==> config.mk <==
export PLATFORM = sky130hd
export DESIGN_NAME = spm_top
export DESIGN_NICKNAME = d
export VERILOG_FILES = /design/src/core/spm_pkg.sv /design/src/core/spm_sync.sv /design/src/core/spm_top.sv
export VERILOG_INCLUDE_DIRS = /design/src /design/src/core
export SDC_FILE = /design/constraint.sdc
export NUM_CORES = 1
export LEC_CHECK = 0
export BUFFER_PORTS_ARGS = -buffer_cell sky130_fd_sc_hd__buf_2
export CAP_MARGIN = 40
export CORE_MARGIN = 2
export CORE_UTILIZATION = 39
export DETAILED_ROUTE_END_ITERATION = 16
export HOLD_SLACK_MARGIN = 0.03
export PLACE_DENSITY = 0.62
export SKIP_LAST_GASP = 1
export SLEW_MARGIN = 20
export SYNTH_ARGS = -nofsm -noshare
export SYNTH_HDL_FRONTEND = slang
export SYNTH_SLANG_ARGS = --single-unit
==> constraint.sdc <==
create_clock -name mclk -period 3.89 [get_ports mclk]
set_clock_uncertainty 0.1 [all_clocks]
set_input_delay 0.1945 -clock mclk [delete_from_list [all_inputs] [get_ports mclk]]
set_output_delay 0.1945 -clock mclk [all_outputs]
set_load 0.02 [all_outputs]
==> src/core/spm_regs.svh <==
// register indices, field positions, reset values and divider counts of the serial port
`ifndef SPM_REGS_SVH
`define SPM_REGS_SVH

// register indices; byte address is four times the index
`define SPM_IDX_MAIN_CONTROL 10'h000
`define SPM_IDX_BUF_MODE 10'h001
`define SPM_IDX_IRQ_ENABLE 10'h002
`define SPM_IDX_IRQ_FLAG 10'h003
`define SPM_IDX_DATA 10'h004

`define SPM_MAIN_CONTROL_RST 8'h00
`define SPM_BUF_MODE_RST 8'h00
`define SPM_IRQ_ENABLE_RST 8'h00

// main_control fields
`define SPM_MC_ENABLE 0
`define SPM_MC_DIV_LO 1
`define SPM_MC_DIV_HI 2
`define SPM_MC_CLOCK_DOUBLE 4
`define SPM_MC_MASTER 5
`define SPM_MC_ORDER 6

// buffer_and_mode_control fields
`define SPM_BM_MODE_LO 0
`define SPM_BM_MODE_HI 1
`define SPM_BM_SSD 2
`define SPM_BM_WFR 6
`define SPM_BM_BUFFERED_OPERATION_ON 7

// irq_enable_reg fields
`define SPM_IE_LEGACY 0
`define SPM_IE_SELECT_TRIGGER_IRQ_EN 4
`define SPM_IE_TX_EMPTY_IRQ_EN 5
`define SPM_IE_TRANSFER_DONE_IRQ_EN 6
`define SPM_IE_RECEIVE_DONE_IRQ_EN 7

// irq_flag_reg fields, normal and buffered views
`define SPM_IF_XFER 7
`define SPM_IF_WRITE_COLLISION_FLAG 6
`define SPM_BF_RXC 7
`define SPM_BF_TXC 6
`define SPM_BF_DRE 5
`define SPM_BF_SELECT_TRIGGER_FLAG 4
`define SPM_BF_OVF 0

// half periods of the master clock in mclk cycles for each divider setting
`define SPM_HALF_DIVIDE_BY_FOUR 7'd2
`define SPM_HALF_DIVIDE_BY_SIXTEEN 7'd8
`define SPM_HALF_DIVIDE_BY_SIXTYFOUR 7'd32
`define SPM_HALF_DIVIDE_BY_128_SEL 7'd64

// pin synchroniser reset levels: {ss_n, sck, mosi, miso}
`define SPM_PIN_RST 4'h8

`endif

==> src/core/spm_pkg.sv <==
// types shared by the serial port design
package spm_pkg;
   typedef enum logic {spm_idle, spm_shift} spm_state_t;
   typedef logic [7:0] spm_byte_t;
endpackage : spm_pkg

==> src/core/spm_sync.sv <==
// three-stage pin synchroniser with agreement filter
`timescale 1ns/1ps
module spm_sync #(
   parameter int WIDTH = 4,
   parameter logic [WIDTH-1:0] RST_VAL = '0
) (
   input wire logic mclk, // system clock
   input wire logic resetn, // async reset, active low
   input wire logic [WIDTH-1:0] async_in, // raw pin levels
   output logic [WIDTH-1:0] filt_out // filtered levels
);
   logic [WIDTH-1:0] s1;
   logic [WIDTH-1:0] s2;
   logic [WIDTH-1:0] s3;

   genvar g;
   generate
      for (g = 0; g < WIDTH; g++) begin : g_bit
         always_ff @(posedge mclk or negedge resetn) begin
            if (!resetn) begin
               s1[g] <= RST_VAL[g];
               s2[g] <= RST_VAL[g];
               s3[g] <= RST_VAL[g];
               filt_out[g] <= RST_VAL[g];
            end else begin
               s1[g] <= async_in[g];
               s2[g] <= s1[g];
               s3[g] <= s2[g];
               // a change only counts once two settled stages agree
               if (s2[g] == s3[g]) begin
                  filt_out[g] <= s3[g];
               end
            end
         end
      end
   endgenerate
endmodule : spm_sync

==> src/core/spm_top.sv <==
// serial peripheral controller, master or slave, with apb registers
// Function
// RULE_01: shift out and sample on opposite edges
// RULE_02: master clock offered as level event
// RULE_03: generates events only, has no inputs
// RULE_04: one interrupt line serves every source
// RULE_05: request holds while enabled flag set
// RULE_06: bit order zero msb first, one lsb
// RULE_07: role bit zero slave, one master
// RULE_08: low select in master drops to slave
// RULE_09: select disable bit blocks that takeover
// RULE_10: clock double halves the master period
// RULE_11: divider selects four, sixteen, 64, 128
// RULE_12: divider settings ignored in slave role
// RULE_13: works only while enable bit set
// RULE_14: buffered mode: two rx, one tx stage
// RULE_15: wait bit zero: first byte is dummy
// RULE_16: wait bit one: first write loads directly
// RULE_17: mode picks sampling and setup edges
// RULE_18: clock idles at leading edge start level
// RULE_19: normal write while busy sets collision
// RULE_20: transfer flag sets per byte, clears
// RULE_21: select high resets slave bit state
// RULE_22: far master holds select, matches mode
// RULE_23: eight clock cycles per byte, idle after
`timescale 1ns/1ps
`include "spm_regs.svh"
module spm_top (
   input wire logic mclk, // system clock, 200 MHz
   input wire logic resetn, // async reset, active low
   input wire logic psel, // apb select
   input wire logic penable, // apb access phase
   input wire logic pwrite, // apb direction, high for write
   input wire logic [11:0] paddr, // apb byte address
   input wire logic [31:0] pwdata, // apb write data
   output logic [31:0] prdata, // apb read data
   output logic pready, // apb ready
   output logic pslverr, // apb error on unmapped address
   input wire logic irq_ack, // pulse: interrupt vector executed
   output logic irq, // interrupt request
   output logic sck_event, // master clock level event
   input wire logic sck_in, // clock pin input
   output logic sck_out, // clock pin output
   output logic sck_oe_n, // clock pin enable, low drives
   input wire logic mosi_in, // mosi pin input
   output logic mosi_out, // mosi pin output
   output logic mosi_oe_n, // mosi pin enable, low drives
   input wire logic miso_in, // miso pin input
   output logic miso_out, // miso pin output
   output logic miso_oe_n, // miso pin enable, low drives
   input wire logic ss_n_in // slave select pin, low selects
);
   logic [7:0] main_control;
   logic [7:0] buffer_and_mode_control;
   logic [7:0] irq_enable_reg;
   spm_pkg::spm_byte_t shreg;
   spm_pkg::spm_byte_t txbuf;
   spm_pkg::spm_byte_t rx_buf;
   spm_pkg::spm_byte_t rx_hold;
   spm_pkg::spm_state_t st;
   logic [3:0] pin_f;
   logic [6:0] div_cnt;
   logic [3:0] edge_cnt;
   logic [2:0] nbits;
   logic sck_q;
   logic data_out;
   logic pending_sh;
   logic tx_full;
   logic rx_valid;
   logic hold_valid;
   logic if_flag;
   logic write_collision_flag_flag;
   logic txc_flag;
   logic select_trigger_flag_flag;
   logic ovf_flag;
   logic arm_if;
   logic arm_write_collision_flag;

   spm_sync #(
      .WIDTH(4),
      .RST_VAL(`SPM_PIN_RST)
   ) u_sync (
      .mclk(mclk),
      .resetn(resetn),
      .async_in({ss_n_in, sck_in, mosi_in, miso_in}),
      .filt_out(pin_f)
   );

   wire ss_f = pin_f[3];
   wire sck_f = pin_f[2];
   wire mosi_f = pin_f[1];
   wire miso_f = pin_f[0];

   wire en = main_control[`SPM_MC_ENABLE];
   wire master = main_control[`SPM_MC_MASTER];
   wire clock_double = main_control[`SPM_MC_CLOCK_DOUBLE];
   wire bit_order = main_control[`SPM_MC_ORDER];
   wire [1:0] clock_divider_sel = main_control[`SPM_MC_DIV_HI:`SPM_MC_DIV_LO];
   wire [1:0] mode = buffer_and_mode_control[`SPM_BM_MODE_HI:`SPM_BM_MODE_LO];
   wire cpol = mode[1];
   wire cpha = mode[0];
   wire select_line_disable = buffer_and_mode_control[`SPM_BM_SSD];
   wire wait_for_receive = buffer_and_mode_control[`SPM_BM_WFR];
   wire buffered_operation_on = buffer_and_mode_control[`SPM_BM_BUFFERED_OPERATION_ON];

   // apb decode
   wire [9:0] idx = paddr[11:2];
   wire acc = psel && penable && pready;
   wire wr = acc && pwrite;
   wire rd = acc && !pwrite;
   wire mapped = (paddr[1:0] == 2'h0) && (idx <= `SPM_IDX_DATA);
   wire wr_data = wr && mapped && idx == `SPM_IDX_DATA;
   wire rd_data = rd && mapped && idx == `SPM_IDX_DATA;
   wire wr_flags = wr && mapped && idx == `SPM_IDX_IRQ_FLAG;
   wire rd_flags = rd && mapped && idx == `SPM_IDX_IRQ_FLAG;
   wire wr_main = wr && mapped && idx == `SPM_IDX_MAIN_CONTROL;
   wire data_touch = (wr_data || rd_data) && !buffered_operation_on;

   // divider only consulted by the master engine
   logic [6:0] half;
   always_comb begin
      case (clock_divider_sel)
         2'h0: half = `SPM_HALF_DIVIDE_BY_FOUR; // see RULE_11
         2'h1: half = `SPM_HALF_DIVIDE_BY_SIXTEEN;
         2'h2: half = `SPM_HALF_DIVIDE_BY_SIXTYFOUR;
         default: half = `SPM_HALF_DIVIDE_BY_128_SEL;
      endcase
      if (clock_double) begin
         half = half >> 1; // see RULE_10
      end
   end
   wire [6:0] half_m1 = half - 7'd1;

   wire m_on = en && master; // see RULE_07, RULE_13
   wire s_act = en && !master && !ss_f; // see RULE_12
   wire takeover = m_on && !select_line_disable && !ss_f; // see RULE_08, RULE_09
   wire tick = m_on && st == spm_pkg::spm_shift && div_cnt == half_m1;
   wire s_rise = s_act && sck_f && !sck_q;
   wire s_fall = s_act && !sck_f && sck_q;
   // slave leans on the far master for polarity and framing
   wire s_lead = cpol ? s_fall : s_rise; // see RULE_22
   wire s_trail = cpol ? s_rise : s_fall;
   wire lead = master ? (tick && !edge_cnt[0]) : s_lead;
   wire trail = master ? (tick && edge_cnt[0]) : s_trail;
   wire smp = cpha ? trail : lead; // see RULE_01, RULE_17
   wire stp = cpha ? lead : trail; // see RULE_01, RULE_17
   wire rx_bit = master ? miso_f : mosi_f;
   wire done = master ? (tick && edge_cnt == 4'hf) : (s_act && smp && nbits == 3'h7);
   wire go = m_on && !takeover && st == spm_pkg::spm_idle
      && (pending_sh || (buffered_operation_on && tx_full)); // see RULE_15
   wire busy = master ? (st == spm_pkg::spm_shift || pending_sh) : (s_act && nbits != 3'h0);

   spm_pkg::spm_byte_t shifted;
   always_comb begin
      if (bit_order) begin
         shifted = {rx_bit, shreg[7:1]}; // see RULE_06
      end else begin
         shifted = {shreg[6:0], rx_bit};
      end
   end
   wire out_bit = bit_order ? shreg[0] : shreg[7]; // see RULE_06
   // pins take the new bit at the setup edge itself; a second register stage would
   // let the bit move on the sample edge when the half period is one cycle
   wire next_data_out = (go || stp || (!master && ss_f)) ? out_bit : data_out; // see RULE_01
   wire [7:0] done_byte = smp ? shifted : shreg;

   wire norm_ok = wr_data && !buffered_operation_on && !busy && !smp;
   wire buf_ok = wr_data && buffered_operation_on && !tx_full;
   // direct load only while the link is quiet and nothing else waits
   wire direct = buf_ok && wait_for_receive && !busy && !smp && (master || ss_f); // see RULE_16
   wire move_tx = done && buffered_operation_on && tx_full;

   // control registers; a takeover clears the role bit
   always_ff @(posedge mclk or negedge resetn) begin
      if (!resetn) begin
         main_control <= `SPM_MAIN_CONTROL_RST;
         buffer_and_mode_control <= `SPM_BUF_MODE_RST;
         irq_enable_reg <= `SPM_IRQ_ENABLE_RST;
      end else begin
         if (wr_main) begin
            main_control <= {1'b0, pwdata[6:4], 1'b0, pwdata[2:0]};
         end else if (takeover) begin
            main_control[`SPM_MC_MASTER] <= 1'b0; // see RULE_08
         end
         if (wr && mapped && idx == `SPM_IDX_BUF_MODE) begin
            buffer_and_mode_control <= {pwdata[7:6], 3'h0, pwdata[2:0]};
         end
         if (wr && mapped && idx == `SPM_IDX_IRQ_ENABLE) begin
            irq_enable_reg <= {pwdata[7:4], 3'h0, pwdata[0]};
         end
      end
   end

   // master clock engine
   always_ff @(posedge mclk or negedge resetn) begin
      if (!resetn) begin
         st <= spm_pkg::spm_idle;
         div_cnt <= 7'h00;
         edge_cnt <= 4'h0;
         sck_out <= 1'b0;
      end else if (!m_on || takeover) begin
         st <= spm_pkg::spm_idle;
         div_cnt <= 7'h00;
         edge_cnt <= 4'h0;
         sck_out <= cpol; // see RULE_18
      end else if (st == spm_pkg::spm_idle) begin
         div_cnt <= 7'h00;
         edge_cnt <= 4'h0;
         sck_out <= cpol; // see RULE_18
         if (go) begin
            st <= spm_pkg::spm_shift;
         end
      end else if (tick) begin
         div_cnt <= 7'h00;
         sck_out <= ~sck_out;
         edge_cnt <= edge_cnt + 4'h1;
         if (edge_cnt == 4'hf) begin
            st <= spm_pkg::spm_idle; // see RULE_23
         end
      end else begin
         div_cnt <= div_cnt + 7'h01;
      end
   end

   // sample counter and slave edge history
   always_ff @(posedge mclk or negedge resetn) begin
      if (!resetn) begin
         nbits <= 3'h0;
         sck_q <= 1'b0;
      end else begin
         sck_q <= sck_f;
         if (!en || go || (!master && ss_f) || takeover) begin
            nbits <= 3'h0; // see RULE_21
         end else if (smp) begin
            nbits <= nbits + 3'h1;
         end
      end
   end

   // shift register and outgoing bit
   always_ff @(posedge mclk or negedge resetn) begin
      if (!resetn) begin
         shreg <= 8'h00;
         data_out <= 1'b0;
         pending_sh <= 1'b0;
      end else begin
         if (move_tx) begin
            shreg <= txbuf;
            pending_sh <= 1'b1;
         end else if (smp) begin
            shreg <= shifted;
         end else if (norm_ok || direct) begin
            shreg <= pwdata[7:0];
            pending_sh <= 1'b1;
         end
         if (go || (done && !move_tx) || !en) begin
            pending_sh <= 1'b0;
         end
         data_out <= next_data_out; // see RULE_01
      end
   end

   // transmit stage of buffered operation; a full stage drops the write
   always_ff @(posedge mclk or negedge resetn) begin
      if (!resetn) begin
         txbuf <= 8'h00;
         tx_full <= 1'b0;
      end else begin
         if (move_tx || go) begin
            tx_full <= 1'b0; // see RULE_15
         end
         if (go && !pending_sh) begin
            // dummy goes out first; the buffer waits for the next byte slot
            tx_full <= tx_full;
         end
         if (buf_ok && !direct) begin
            txbuf <= pwdata[7:0];
            tx_full <= 1'b1; // see RULE_14
         end
         if (!buffered_operation_on) begin
            tx_full <= 1'b0;
         end
      end
   end

   // receive stages: two in buffered operation, one otherwise
   wire pop = buffered_operation_on && (rd_data || (wr_flags && pwdata[`SPM_BF_RXC]));
   always_ff @(posedge mclk or negedge resetn) begin
      if (!resetn) begin
         rx_buf <= 8'h00;
         rx_hold <= 8'h00;
         rx_valid <= 1'b0;
         hold_valid <= 1'b0;
         ovf_flag <= 1'b0;
      end else begin
         if (pop) begin
            rx_buf <= rx_hold;
            rx_valid <= hold_valid;
            hold_valid <= 1'b0;
         end
         if ((rd_data && buffered_operation_on) || (wr_flags && pwdata[`SPM_BF_OVF])) begin
            ovf_flag <= 1'b0;
         end
         if (done && !buffered_operation_on) begin
            rx_buf <= done_byte;
         end else if (done) begin
            if (!rx_valid || (pop && !hold_valid)) begin
               rx_buf <= done_byte; // see RULE_14
               rx_valid <= 1'b1;
            end else if (!hold_valid || pop) begin
               rx_hold <= done_byte;
               hold_valid <= 1'b1;
            end else begin
               ovf_flag <= 1'b1;
            end
         end
      end
   end

   // event flags; a set in the same cycle as a clear wins
   always_ff @(posedge mclk or negedge resetn) begin
      if (!resetn) begin
         if_flag <= 1'b0;
         write_collision_flag_flag <= 1'b0;
         txc_flag <= 1'b0;
         select_trigger_flag_flag <= 1'b0;
         arm_if <= 1'b0;
         arm_write_collision_flag <= 1'b0;
      end else begin
         if (rd_flags) begin
            arm_if <= if_flag;
            arm_write_collision_flag <= write_collision_flag_flag;
         end else if (data_touch) begin
            arm_if <= 1'b0;
            arm_write_collision_flag <= 1'b0;
         end
         if (irq_ack || (data_touch && arm_if)) begin
            if_flag <= 1'b0; // see RULE_20
         end
         if (data_touch && arm_write_collision_flag) begin
            write_collision_flag_flag <= 1'b0;
         end
         if (wr_flags && buffered_operation_on) begin
            if (pwdata[`SPM_BF_TXC]) begin
               txc_flag <= 1'b0;
            end
            if (pwdata[`SPM_BF_SELECT_TRIGGER_FLAG]) begin
               select_trigger_flag_flag <= 1'b0;
            end
         end
         if ((done && !buffered_operation_on) || (takeover && !buffered_operation_on)) begin
            if_flag <= 1'b1; // see RULE_08, RULE_20
         end
         if (wr_data && !buffered_operation_on && !norm_ok) begin
            write_collision_flag_flag <= 1'b1; // see RULE_19
         end
         if (done && buffered_operation_on && !tx_full) begin
            txc_flag <= 1'b1;
         end
         if (takeover && buffered_operation_on) begin
            select_trigger_flag_flag <= 1'b1; // see RULE_08
         end
      end
   end

   wire dre_flag = !tx_full;
   wire [7:0] flags_norm = {if_flag, write_collision_flag_flag, 6'h00};
   wire [7:0] flags_buf = {rx_valid, txc_flag, dre_flag, select_trigger_flag_flag, 3'h0, ovf_flag};

   logic [7:0] rd_val;
   always_comb begin
      if (idx == `SPM_IDX_MAIN_CONTROL) begin
         rd_val = main_control;
      end else if (idx == `SPM_IDX_BUF_MODE) begin
         rd_val = buffer_and_mode_control;
      end else if (idx == `SPM_IDX_IRQ_ENABLE) begin
         rd_val = buffered_operation_on ? irq_enable_reg : {7'h00, irq_enable_reg[0]};
      end else if (idx == `SPM_IDX_IRQ_FLAG) begin
         rd_val = buffered_operation_on ? flags_buf : flags_norm;
      end else begin
         rd_val = rx_buf;
      end
   end

   // apb slave: one wait state, data and error ride with pready
   always_ff @(posedge mclk or negedge resetn) begin
      if (!resetn) begin
         pready <= 1'b0;
         prdata <= 32'h0000_0000;
         pslverr <= 1'b0;
      end else begin
         pready <= psel && penable && !pready;
         if (psel && penable && !pready) begin
            prdata <= (mapped && !pwrite) ? {24'h00_0000, rd_val} : 32'h0000_0000;
            pslverr <= !mapped;
         end else begin
            pslverr <= 1'b0;
         end
      end
   end

   // pins, interrupt line and event
   always_ff @(posedge mclk or negedge resetn) begin
      if (!resetn) begin
         irq <= 1'b0;
         sck_event <= 1'b0;
         sck_oe_n <= 1'b1;
         mosi_oe_n <= 1'b1;
         miso_oe_n <= 1'b1;
         mosi_out <= 1'b0;
         miso_out <= 1'b0;
      end else begin
         if (buffered_operation_on) begin
            irq <= |(irq_enable_reg[7:4] & flags_buf[7:4]); // see RULE_04, RULE_05
         end else begin
            irq <= irq_enable_reg[`SPM_IE_LEGACY] && (if_flag || write_collision_flag_flag); // see RULE_04
         end
         // the only event leaving the block; nothing comes in
         sck_event <= m_on && sck_out; // see RULE_02, RULE_03
         sck_oe_n <= !m_on;
         mosi_oe_n <= !m_on;
         miso_oe_n <= !s_act;
         mosi_out <= next_data_out;
         miso_out <= next_data_out;
      end
   end

   a_sck_idle: assert property (@(posedge mclk) disable iff (!resetn) // see RULE_18
      (m_on && st == spm_pkg::spm_idle) |=> (sck_out == $past(cpol)))
      else $error("clock not at idle level between bytes");
   a_takeover_drop: assert property (@(posedge mclk) disable iff (!resetn) // see RULE_08
      (takeover && !wr_main) |=> (!master && (if_flag || select_trigger_flag_flag)))
      else $error("takeover did not drop master role");
   a_ssd_holds: assert property (@(posedge mclk) disable iff (!resetn) // see RULE_09
      (m_on && select_line_disable && !wr_main) |=> master)
      else $error("master lost with select disable set");
   a_write_collision_flag_set: assert property (@(posedge mclk) disable iff (!resetn) // see RULE_19
      (wr_data && !buffered_operation_on && busy) |=> write_collision_flag_flag)
      else $error("busy write did not flag collision");
   a_irq_level: assert property (@(posedge mclk) disable iff (!resetn) // see RULE_05
      (!buffered_operation_on && if_flag && irq_enable_reg[0]) |=> irq)
      else $error("interrupt missing while flag set");
   a_byte_end: assert property (@(posedge mclk) disable iff (!resetn) // see RULE_23
      (tick && edge_cnt == 4'hf && !takeover) |=> (st == spm_pkg::spm_idle && sck_out == cpol))
      else $error("byte did not end at idle level");
   a_divide_by_four_half: assert property (@(posedge mclk) disable iff (!resetn) // see RULE_11
      (tick && !clock_double && clock_divider_sel == 2'h0 && edge_cnt != 4'hf && !takeover && !wr_main)
      |=> !tick ##1 tick)
      else $error("divide by four half period wrong");
   a_x2_half: assert property (@(posedge mclk) disable iff (!resetn) // see RULE_10
      (tick && clock_double && clock_divider_sel == 2'h0 && edge_cnt != 4'hf && !takeover && !wr_main)
      |=> tick)
      else $error("doubled clock half period wrong");
   a_ss_reset: assert property (@(posedge mclk) disable iff (!resetn) // see RULE_21
      (en && !master && ss_f) |=> (nbits == 3'h0))
      else $error("slave bit count not cleared by select");
   a_off_quiet: assert property (@(posedge mclk) disable iff (!resetn) // see RULE_13
      !en |=> (sck_oe_n && miso_oe_n && mosi_oe_n))
      else $error("pins driven while disabled");
   a_msb_first: assert property (@(posedge mclk) disable iff (!resetn) // see RULE_06
      (stp && !bit_order && !move_tx) |=> (data_out == $past(shreg[7])))
      else $error("msb not presented first");
endmodule : spm_top

==> impl_metrics.csv, run 1 <==
group,metric,value,unit
detailed_routing,via_per_inst,5.14,
sta,fin_crit,3.64,ns
layout,final_nets,657,
layout,final_cells,786,
clock_network,htreeDepth,3,
floorplanning,die_x,125,um
setup_path,max_stage_delay,0.51,ns
sta,worstMarginPinSlew,0.845,ns
sta,setup_violations,0,
global_routing,antenna_found_initial,0,
placed_design,gp_congestion,0.852,
setup_path,start_kind,"flop",
global_routing,grt_pass1_wl,20.4,mm
synthesis,synth_warnings,0,
placed_design,placed_cells,764,
clock_network,clkSlewWorstSetupHoldPaths,0.07,ns
floorplanning,placementRows,44,
floorplanning,core_area,14400,um2
setup_path,worstSetupEndpointType,"flop",
power_and_ir_drop,p_leak,0.00285,uW
sta,tns,0,ns
clock_network,cts_tree,"done",
sta,fin_ws,0.253,ns
layout,n_antenna_cell,0,
clock_network,cts_buffer_depth,2,
synthesis,yosys.area_share.simple,15.1,%
detailed_routing,wire_per_inst,16.0,um
floorplanning,pin_count,96,
placed_design,hpwlAfterDp,9.13,mm
clock_network,cts_root_buffer,"clkbuf_16",
detailed_routing,drt_iter0_drc,270,
sta,fin_crit_sh,93.5,%
synthesis,synth_edf_count,0,
power_and_ir_drop,finalPower,2250,uW
synthesis,ys_async_sr_fraction,100,%
global_routing,overflow,0,
setup_path,cp_num_buf_inv,2,
global_routing,grt_usage,16.5,%
flow_run,maxCapViolations,0,
run_status,outcome,"finished, final reports clean",
setup_path,crit_type,"flop to flop",
setup_path,rrSetupSlack,0.25,ns
clock_network,cts_buffers,9,
floorplanning,dieHeight,125,um
setup_path,cp.required,4.03,ns
sta,slew_headroom,43.2,%
synthesis,syn_area,5680,um2
global_routing,first_global_vias,3980,
setup_path,crit_fanout,10,
detailed_routing,firstDrtPassIters,4,
synthesis,synthCells,543,
sta,grt_setup_unrepaired,"false",
synthesis,ys_seq_elements,107,
synthesis,synth_compound_area_share,11.9,%
setup_path,path_cells,"or3_2 > ha_1 > and4bb_1 > a311oi_2 > xnor2_1 > nor4_2 > buf_4 > o22ai_1 > nand2_1 > o21ai_2 > buf_4 > mux2_2",
synthesis,synth_flop_cell,"dfrtp_1",
floorplanning,start_util,39.5,%
synthesis,synth_top_family_by_area,"simple AND/OR/NAND/NOR gates",
layout,syn_to_final_growth,12.6,%
global_routing,grt_max_degree,44,
layout,drive_gt1_share,22.9,%
setup_path,slowest_stage,"or3_2",
placed_design,portBuffers,47,
synthesis,yosys-mux-area-fraction,13.6,%
sta,final_max_slew_viol_count,0,
setup_path,crit_arrival,3.78,ns
synthesis,synth_adder_area_share,2.20,%
detailed_routing,drc_errors,0,
detailed_routing,drt-total-wl,12.6,mm
sta,hold-worst-slack,0.0412,ns
clock_network,cts_resized,0,
clock_network,hold_buffers,6,
detailed_routing,ant_nets,0,
setup_path,crit_path_frequent_cell,"buf_4",
setup_path,critPathTopFamily,"simple AND/OR/NAND/NOR gates",
clock_network,worstSkewPairLatency,0.35,ns
sta,fmax,275,MHz
clock_network,postCtsSetupBuffers,0,
power_and_ir_drop,vdd_drop_max,281,uV
detailed_routing,vias,4037,
synthesis,ys_types,70,
power_and_ir_drop,power_density,351,nW/um2
min_path,hold_path_class,"input pin to flop",
synthesis,yosysSeqAreaShare,47.3,%
synthesis,synth_xor_area_share,2.47,%
clock_network,cts.sink_count,107,
floorplanning,fp.dieArea,15500,um2
sta,hold_viol,0,
synthesis,synth_area_per_cell,10.5,um2
placed_design,post-place-ws,0.277,ns
layout,final.fill_count,1356,
[power by group]
group	internal [uW]	switching (uW)	total (uW)
registers	1130	8.00	1130
logic	28.6	74.0	103
clock network	599	409	1010
total	1750	491	2250
[cell families (layout without fill, tap and decap cells)]
kind of cell,count (synthesis),in the layout
compound gates,103,103
xor+xnor,16,16
fa+ha+maj,11,11
buf+inv,71,107
flops,107,107
mux,69,69
other cells,1,24
simple gates,165,165
[placed cells by master (no fill, tap or decap), types with 8 or more instances in the layout]
cell type	synthesis	routed
mux2_4	8	8
nor2_1	42	42
nand2_1	59	59
inv_1	25	25
xnor2_1	11	11
buf_2	1	46
mux2_2	21	21
mux2i_1	39	39
nand3_1	10	10
conb_1	1	24
dfrtp_1	101	101
clkbuf_16	0	9
o21ai_0	34	34
nor3_1	11	11
a21oi_1	29	29
buf_4	26	14
[cell usage after synthesis (2+ instances only)]
cell | number | area (um2)
nor4_1 | 2 | 12.5
dfstp_2 | 6 | 158
a21o_1 | 2 | 15.0
o21a_1 | 3 | 22.5
or2_2 | 5 | 31.3
a31oi_1 | 2 | 12.5
nor4_2 | 2 | 25.0
nor3_1 | 11 | 55.1
nor2_1 | 42 | 158
inv_1 | 25 | 93.8
o22ai_1 | 3 | 18.8
o211ai_1 | 2 | 15.0
mux2_4 | 8 | 120
and4bb_1 | 2 | 25.0
nor3b_1 | 2 | 15.0
mux2i_1 | 39 | 390
clkbuf_1 | 12 | 45.0
nor3_4 | 4 | 65.1
nand2b_1 | 4 | 25.0
mux2_2 | 21 | 236
dfrtp_1 | 101 | 2530
o21ai_0 | 34 | 170
a31o_2 | 2 | 17.5
and2_1 | 3 | 18.8
xnor2_1 | 11 | 96.3
ha_1 | 6 | 75.1
a21boi_0 | 6 | 45.0
nand2_1 | 59 | 221
nor2b_1 | 2 | 12.5
a32oi_1 | 2 | 17.5
xor2_1 | 5 | 43.8
buf_6 | 5 | 56.3
nand3_1 | 10 | 50.1
o21bai_1 | 2 | 15.0
maj3_1 | 5 | 50.1
nand4_1 | 3 | 18.8
and3_1 | 4 | 25.0
a21oi_1 | 29 | 145
buf_4 | 26 | 195
[stage by stage]
step | instance area, um2 | utilization, %
after floorplan | 5760 | -
after global placement | 6000 | 41.8
after detailed placement | 6000 | 41.8
after CTS | 6390 | 44.5
after global routing | 6390 | 44.5
final | 6390 | 44.5
[final timing paths]
kind | startpoint | end | depth (start not counted)
worst max-delay path | main_control[1]$_DFFE_PN0P_ | txbuf[5]$_DFFE_PN0P_ | 12
worst min-delay path | pwdata[1] | buffer_and_mode_control[1]$_DFFE_PN0P_ | 3
worst max register to register | main_control[1]$_DFFE_PN0P_ | txbuf[5]$_DFFE_PN0P_ | 12
worst min register to register | u_sync.s1[1]$_DFF_PN0_ | u_sync.s2[1]$_DFF_PN0_ | 0
max in group asynchronous | resetn | pslverr$_DFF_PN0_ | 3
min in group asynchronous | resetn | div_cnt[2]$_DFF_PN0_ | 2
[routing by layer]
metal | GRT usage, % | wire length (um) | vias to the layer above
li1 | - | - | 1946
met1 | 22.3 | 5780 | 1977
met2 | 26.7 | 5930 | 100
met3 | 3.78 | 665 | 14
met4 | 4.89 | 169 | 0
met5 | 0 | 0 | -
[worst min-delay path, stage by stage]
cell and delay [ns]:
buf_2 0.14, nand2_1 0.05, o21ai_0 0.06
[cell type report]
cell class / count / area (um2) / area share [%]
Clock buffer: 12 / 256 / 4.01
Sequential cell: 107 / 2690 / 42.0
Inverter: 25 / 93.8 / 1.47
Multi-Input combinational cell: 388 / 2660 / 41.6
Tap cell: 184 / 230 / 3.60
Timing Repair Buffer: 66 / 395 / 6.19
Clock inverter: 4 / 72.6 / 1.14
Power figures use the tool's default switching activity.
==> run 2: changes to the inputs <==
--- a/config.mk
+++ b/config.mk
@@ -8,7 +8,7 @@
 export LEC_CHECK = 0
 export BUFFER_PORTS_ARGS = -buffer_cell sky130_fd_sc_hd__buf_2
 export CAP_MARGIN = 40
-export CORE_MARGIN = 2
+export CORE_MARGIN = 8
 export CORE_UTILIZATION = 39
 export DETAILED_ROUTE_END_ITERATION = 16
 export HOLD_SLACK_MARGIN = 0.03
==> run 2 against run 1 <==
Clock power fell by 10%; power fell by 4.3%; fmax fell by 0.72%; critical endpoint is now shreg[5]$_DFFE_PN0P_; largest cell class unchanged; highest routed layer unchanged.
==> impl_metrics.csv, run 2 (synthesis results as in run 1) <==
group,metric,value,unit
run_status,outcome,"finished, final reports clean",
clock_network,cts_buffers,9,
power_and_ir_drop,finalPower,2150,uW
detailed_routing,ant_nets,0,
global_routing,grt_max_degree,42,
power_and_ir_drop,p_leak,0.00283,uW
power_and_ir_drop,vdd_drop_max,234,uV
detailed_routing,drc_errors,0,
setup_path,cp-startpoint,"main_control[1]$_DFFE_PN0P_",
clock_network,worstSkewPairLatency,0.35,ns
setup_path,max_stage_delay,0.51,ns
layout,syn_to_final_growth,11.8,%
sta,fin_crit_sh,94.2,%
floorplanning,die_x,137,um
layout,final_cells,785,
sta,tns,0,ns
global_routing,overflow,0,
sta,fmax,273,MHz
floorplanning,pin_count,96,
placed_design,hpwlAfterDp,9.69,mm
detailed_routing,wire_per_inst,16.5,um
power_and_ir_drop,pwr-share-clk,42.2,%
clock_network,cts_resized,0,
global_routing,antenna_found_initial,0,
floorplanning,core_area,14400,um2
floorplanning,start_util,39.5,%
detailed_routing,firstDrtPassIters,7,
flow_run,maxCapViolations,0,
detailed_routing,vias,4104,
sta,setup_violations,0,
sta,hold_viol,0,
clock_network,hold_buffers,6,
clock_network,postCtsSetupBuffers,0,
setup_path,cp.required,4.03,ns
setup_path,r2r_end,"shreg[5]$_DFFE_PN0P_",
global_routing,grt_usage,14.2,%
sta,fin_crit,3.66,ns
placed_design,placed_cells,763,
min_path,hold_end,"if_flag$_DFFE_PN0P_",
clock_network,cts.sink_count,107,
sta,final_max_slew_viol_count,0,
layout,final.fill_count,1367,
power_and_ir_drop,p_comb_share,4.9,%
min_path,whs_path_depth,3,
layout,layout_common_cells,"dfrtp_1, nand2_1, buf_2",
floorplanning,dieHeight,137,um
detailed_routing,drt-total-wl,12.9,mm
setup_path,worstSetupEndpointType,"flop",
setup_path,rr_startpoint,"main_control[1]$_DFFE_PN0P_",
placed_design,gp_congestion,0.855,
setup_path,crit_arrival,3.80,ns
power_and_ir_drop,internal-power,1670,uW
sta,slew_headroom,42.9,%
power_and_ir_drop,p_switching,479,uW
clock_network,htreeDepth,3,
sta,worstMarginPinSlew,0.850,ns
clock_network,cts_tree,"done",
clock_network,cts_root_buffer,"clkbuf_16",
global_routing,first_global_vias,3962,
power_and_ir_drop,pwr-share-seq,52.9,%
setup_path,reg2regPathDepth,10,
global_routing,grt_pass1_wl,20.6,mm
detailed_routing,drt_iter0_drc,266,
power_and_ir_drop,swShare,22.3,%
layout,register_area,2690,um2
setup_path,start_kind,"flop",
layout,n_antenna_cell,0,
placed_design,portBuffers,47,
setup_path,path_cells,"or3_2 > ha_1 > and4bb_1 > o21a_1 > o211ai_2 > nor4_2 > o22a_2 > a31o_4 > nand3_4 > mux2_4",
clock_network,cts_buffer_depth,2,
layout,multiInputGateArea,2660,um2
floorplanning,fp.dieArea,18700,um2
setup_path,slowest_stage,"or3_2",
setup_path,crit_type,"flop to flop",
sta,grt_setup_unrepaired,"false",
layout,layout_commonest_cell,"dfrtp_1",
clock_network,clkSlewWorstSetupHoldPaths,0.07,ns
detailed_routing,via_per_inst,5.23,
floorplanning,placementRows,44,
layout,drive_gt1_share,22.8,%
layout,fin_util,44.2,%
setup_path,crit_fanout,10,
layout,final_nets,656,
min_path,hold_path_class,"input pin to flop",
sta,hold-worst-slack,0.0466,ns
power_and_ir_drop,power_density,338,nW/um2
min_path,holdCritStartpoint,"irq_ack",
setup_path,rrSetupSlack,0.23,ns
==> run 2: cell count changes in the layout (fill, tap and decap cells not counted) <==
cell	delta
buf_4	-1
bufinv_16	-1
clkbuf_8	-1
clkinv_2	+2
==> run 2: worst max-delay path by stage <==
stage | to | depth (start not counted)
4_1_cts | shreg[5]$_DFFE_PN0P_ | 10
5_1_grt | shreg[5]$_DFFE_PN0P_ | 10
2_1_floorplan | shreg[0]$_DFFE_PN0P_ | 12
6_report | shreg[5]$_DFFE_PN0P_ | 10
3_3_place_gp | shreg[2]$_DFFE_PN0P_ | 10
3_5_place_dp | shreg[2]$_DFFE_PN0P_ | 10
==> run 2: power groups by stage <==
stage                     sequential, uW  clock [uW]  combinational, uW
final                               1140         907                105
after global routing                1140         978                116
after CTS                           1140         936                106
after detailed placement            1160           0                101
after global placement              1160           0               98.4
after floorplan                     1160           0               62.2
==> run 2: layout make-up <==
| class | instances | area share [%] |
|---|---|---|
| Timing Repair Buffer | 65 | 6.11 |
| Multi-Input combinational cell | 388 | 41.9 |
| Sequential cell | 107 | 42.3 |
| Inverter | 25 | 1.48 |
| Clock buffer | 11 | 3.82 |
| Clock inverter | 5 | 0.828 |
| Tap cell | 184 | 3.63 |
==> run 2: worst max-delay path, delay by kind of cell (launching register included) <==
| family | cells | cell delay (ns) |
|---|---|---|
| AND/OR/NAND/NOR | 4 | 1.51 |
| adder cells (fa/ha/maj) | 1 | 0.27 |
| AO/OA/AOI/OAI | 4 | 0.80 |
| flip-flops | 1 | 0.48 |
| multiplexers | 1 | 0.38 |
==> run 2: routing by layer <==
layer  wire [um]  up-vias  global-route usage (%)
li1            -     1940                       -
met3         906       11                    4.15
met5           0        -                       0
met4         150        0                    4.33
met1        5910     2046                    18.3
met2        5970      107                    22.6
==> run 2: metrics by stage <==
stage	setup slack [ns]	area (um2)
detailed placement	0.249	5990
finish	0.227	6350
floorplan	0.541	5760
global route	0.0433	6350
global placement	0.334	5990
CTS	0.224	6350
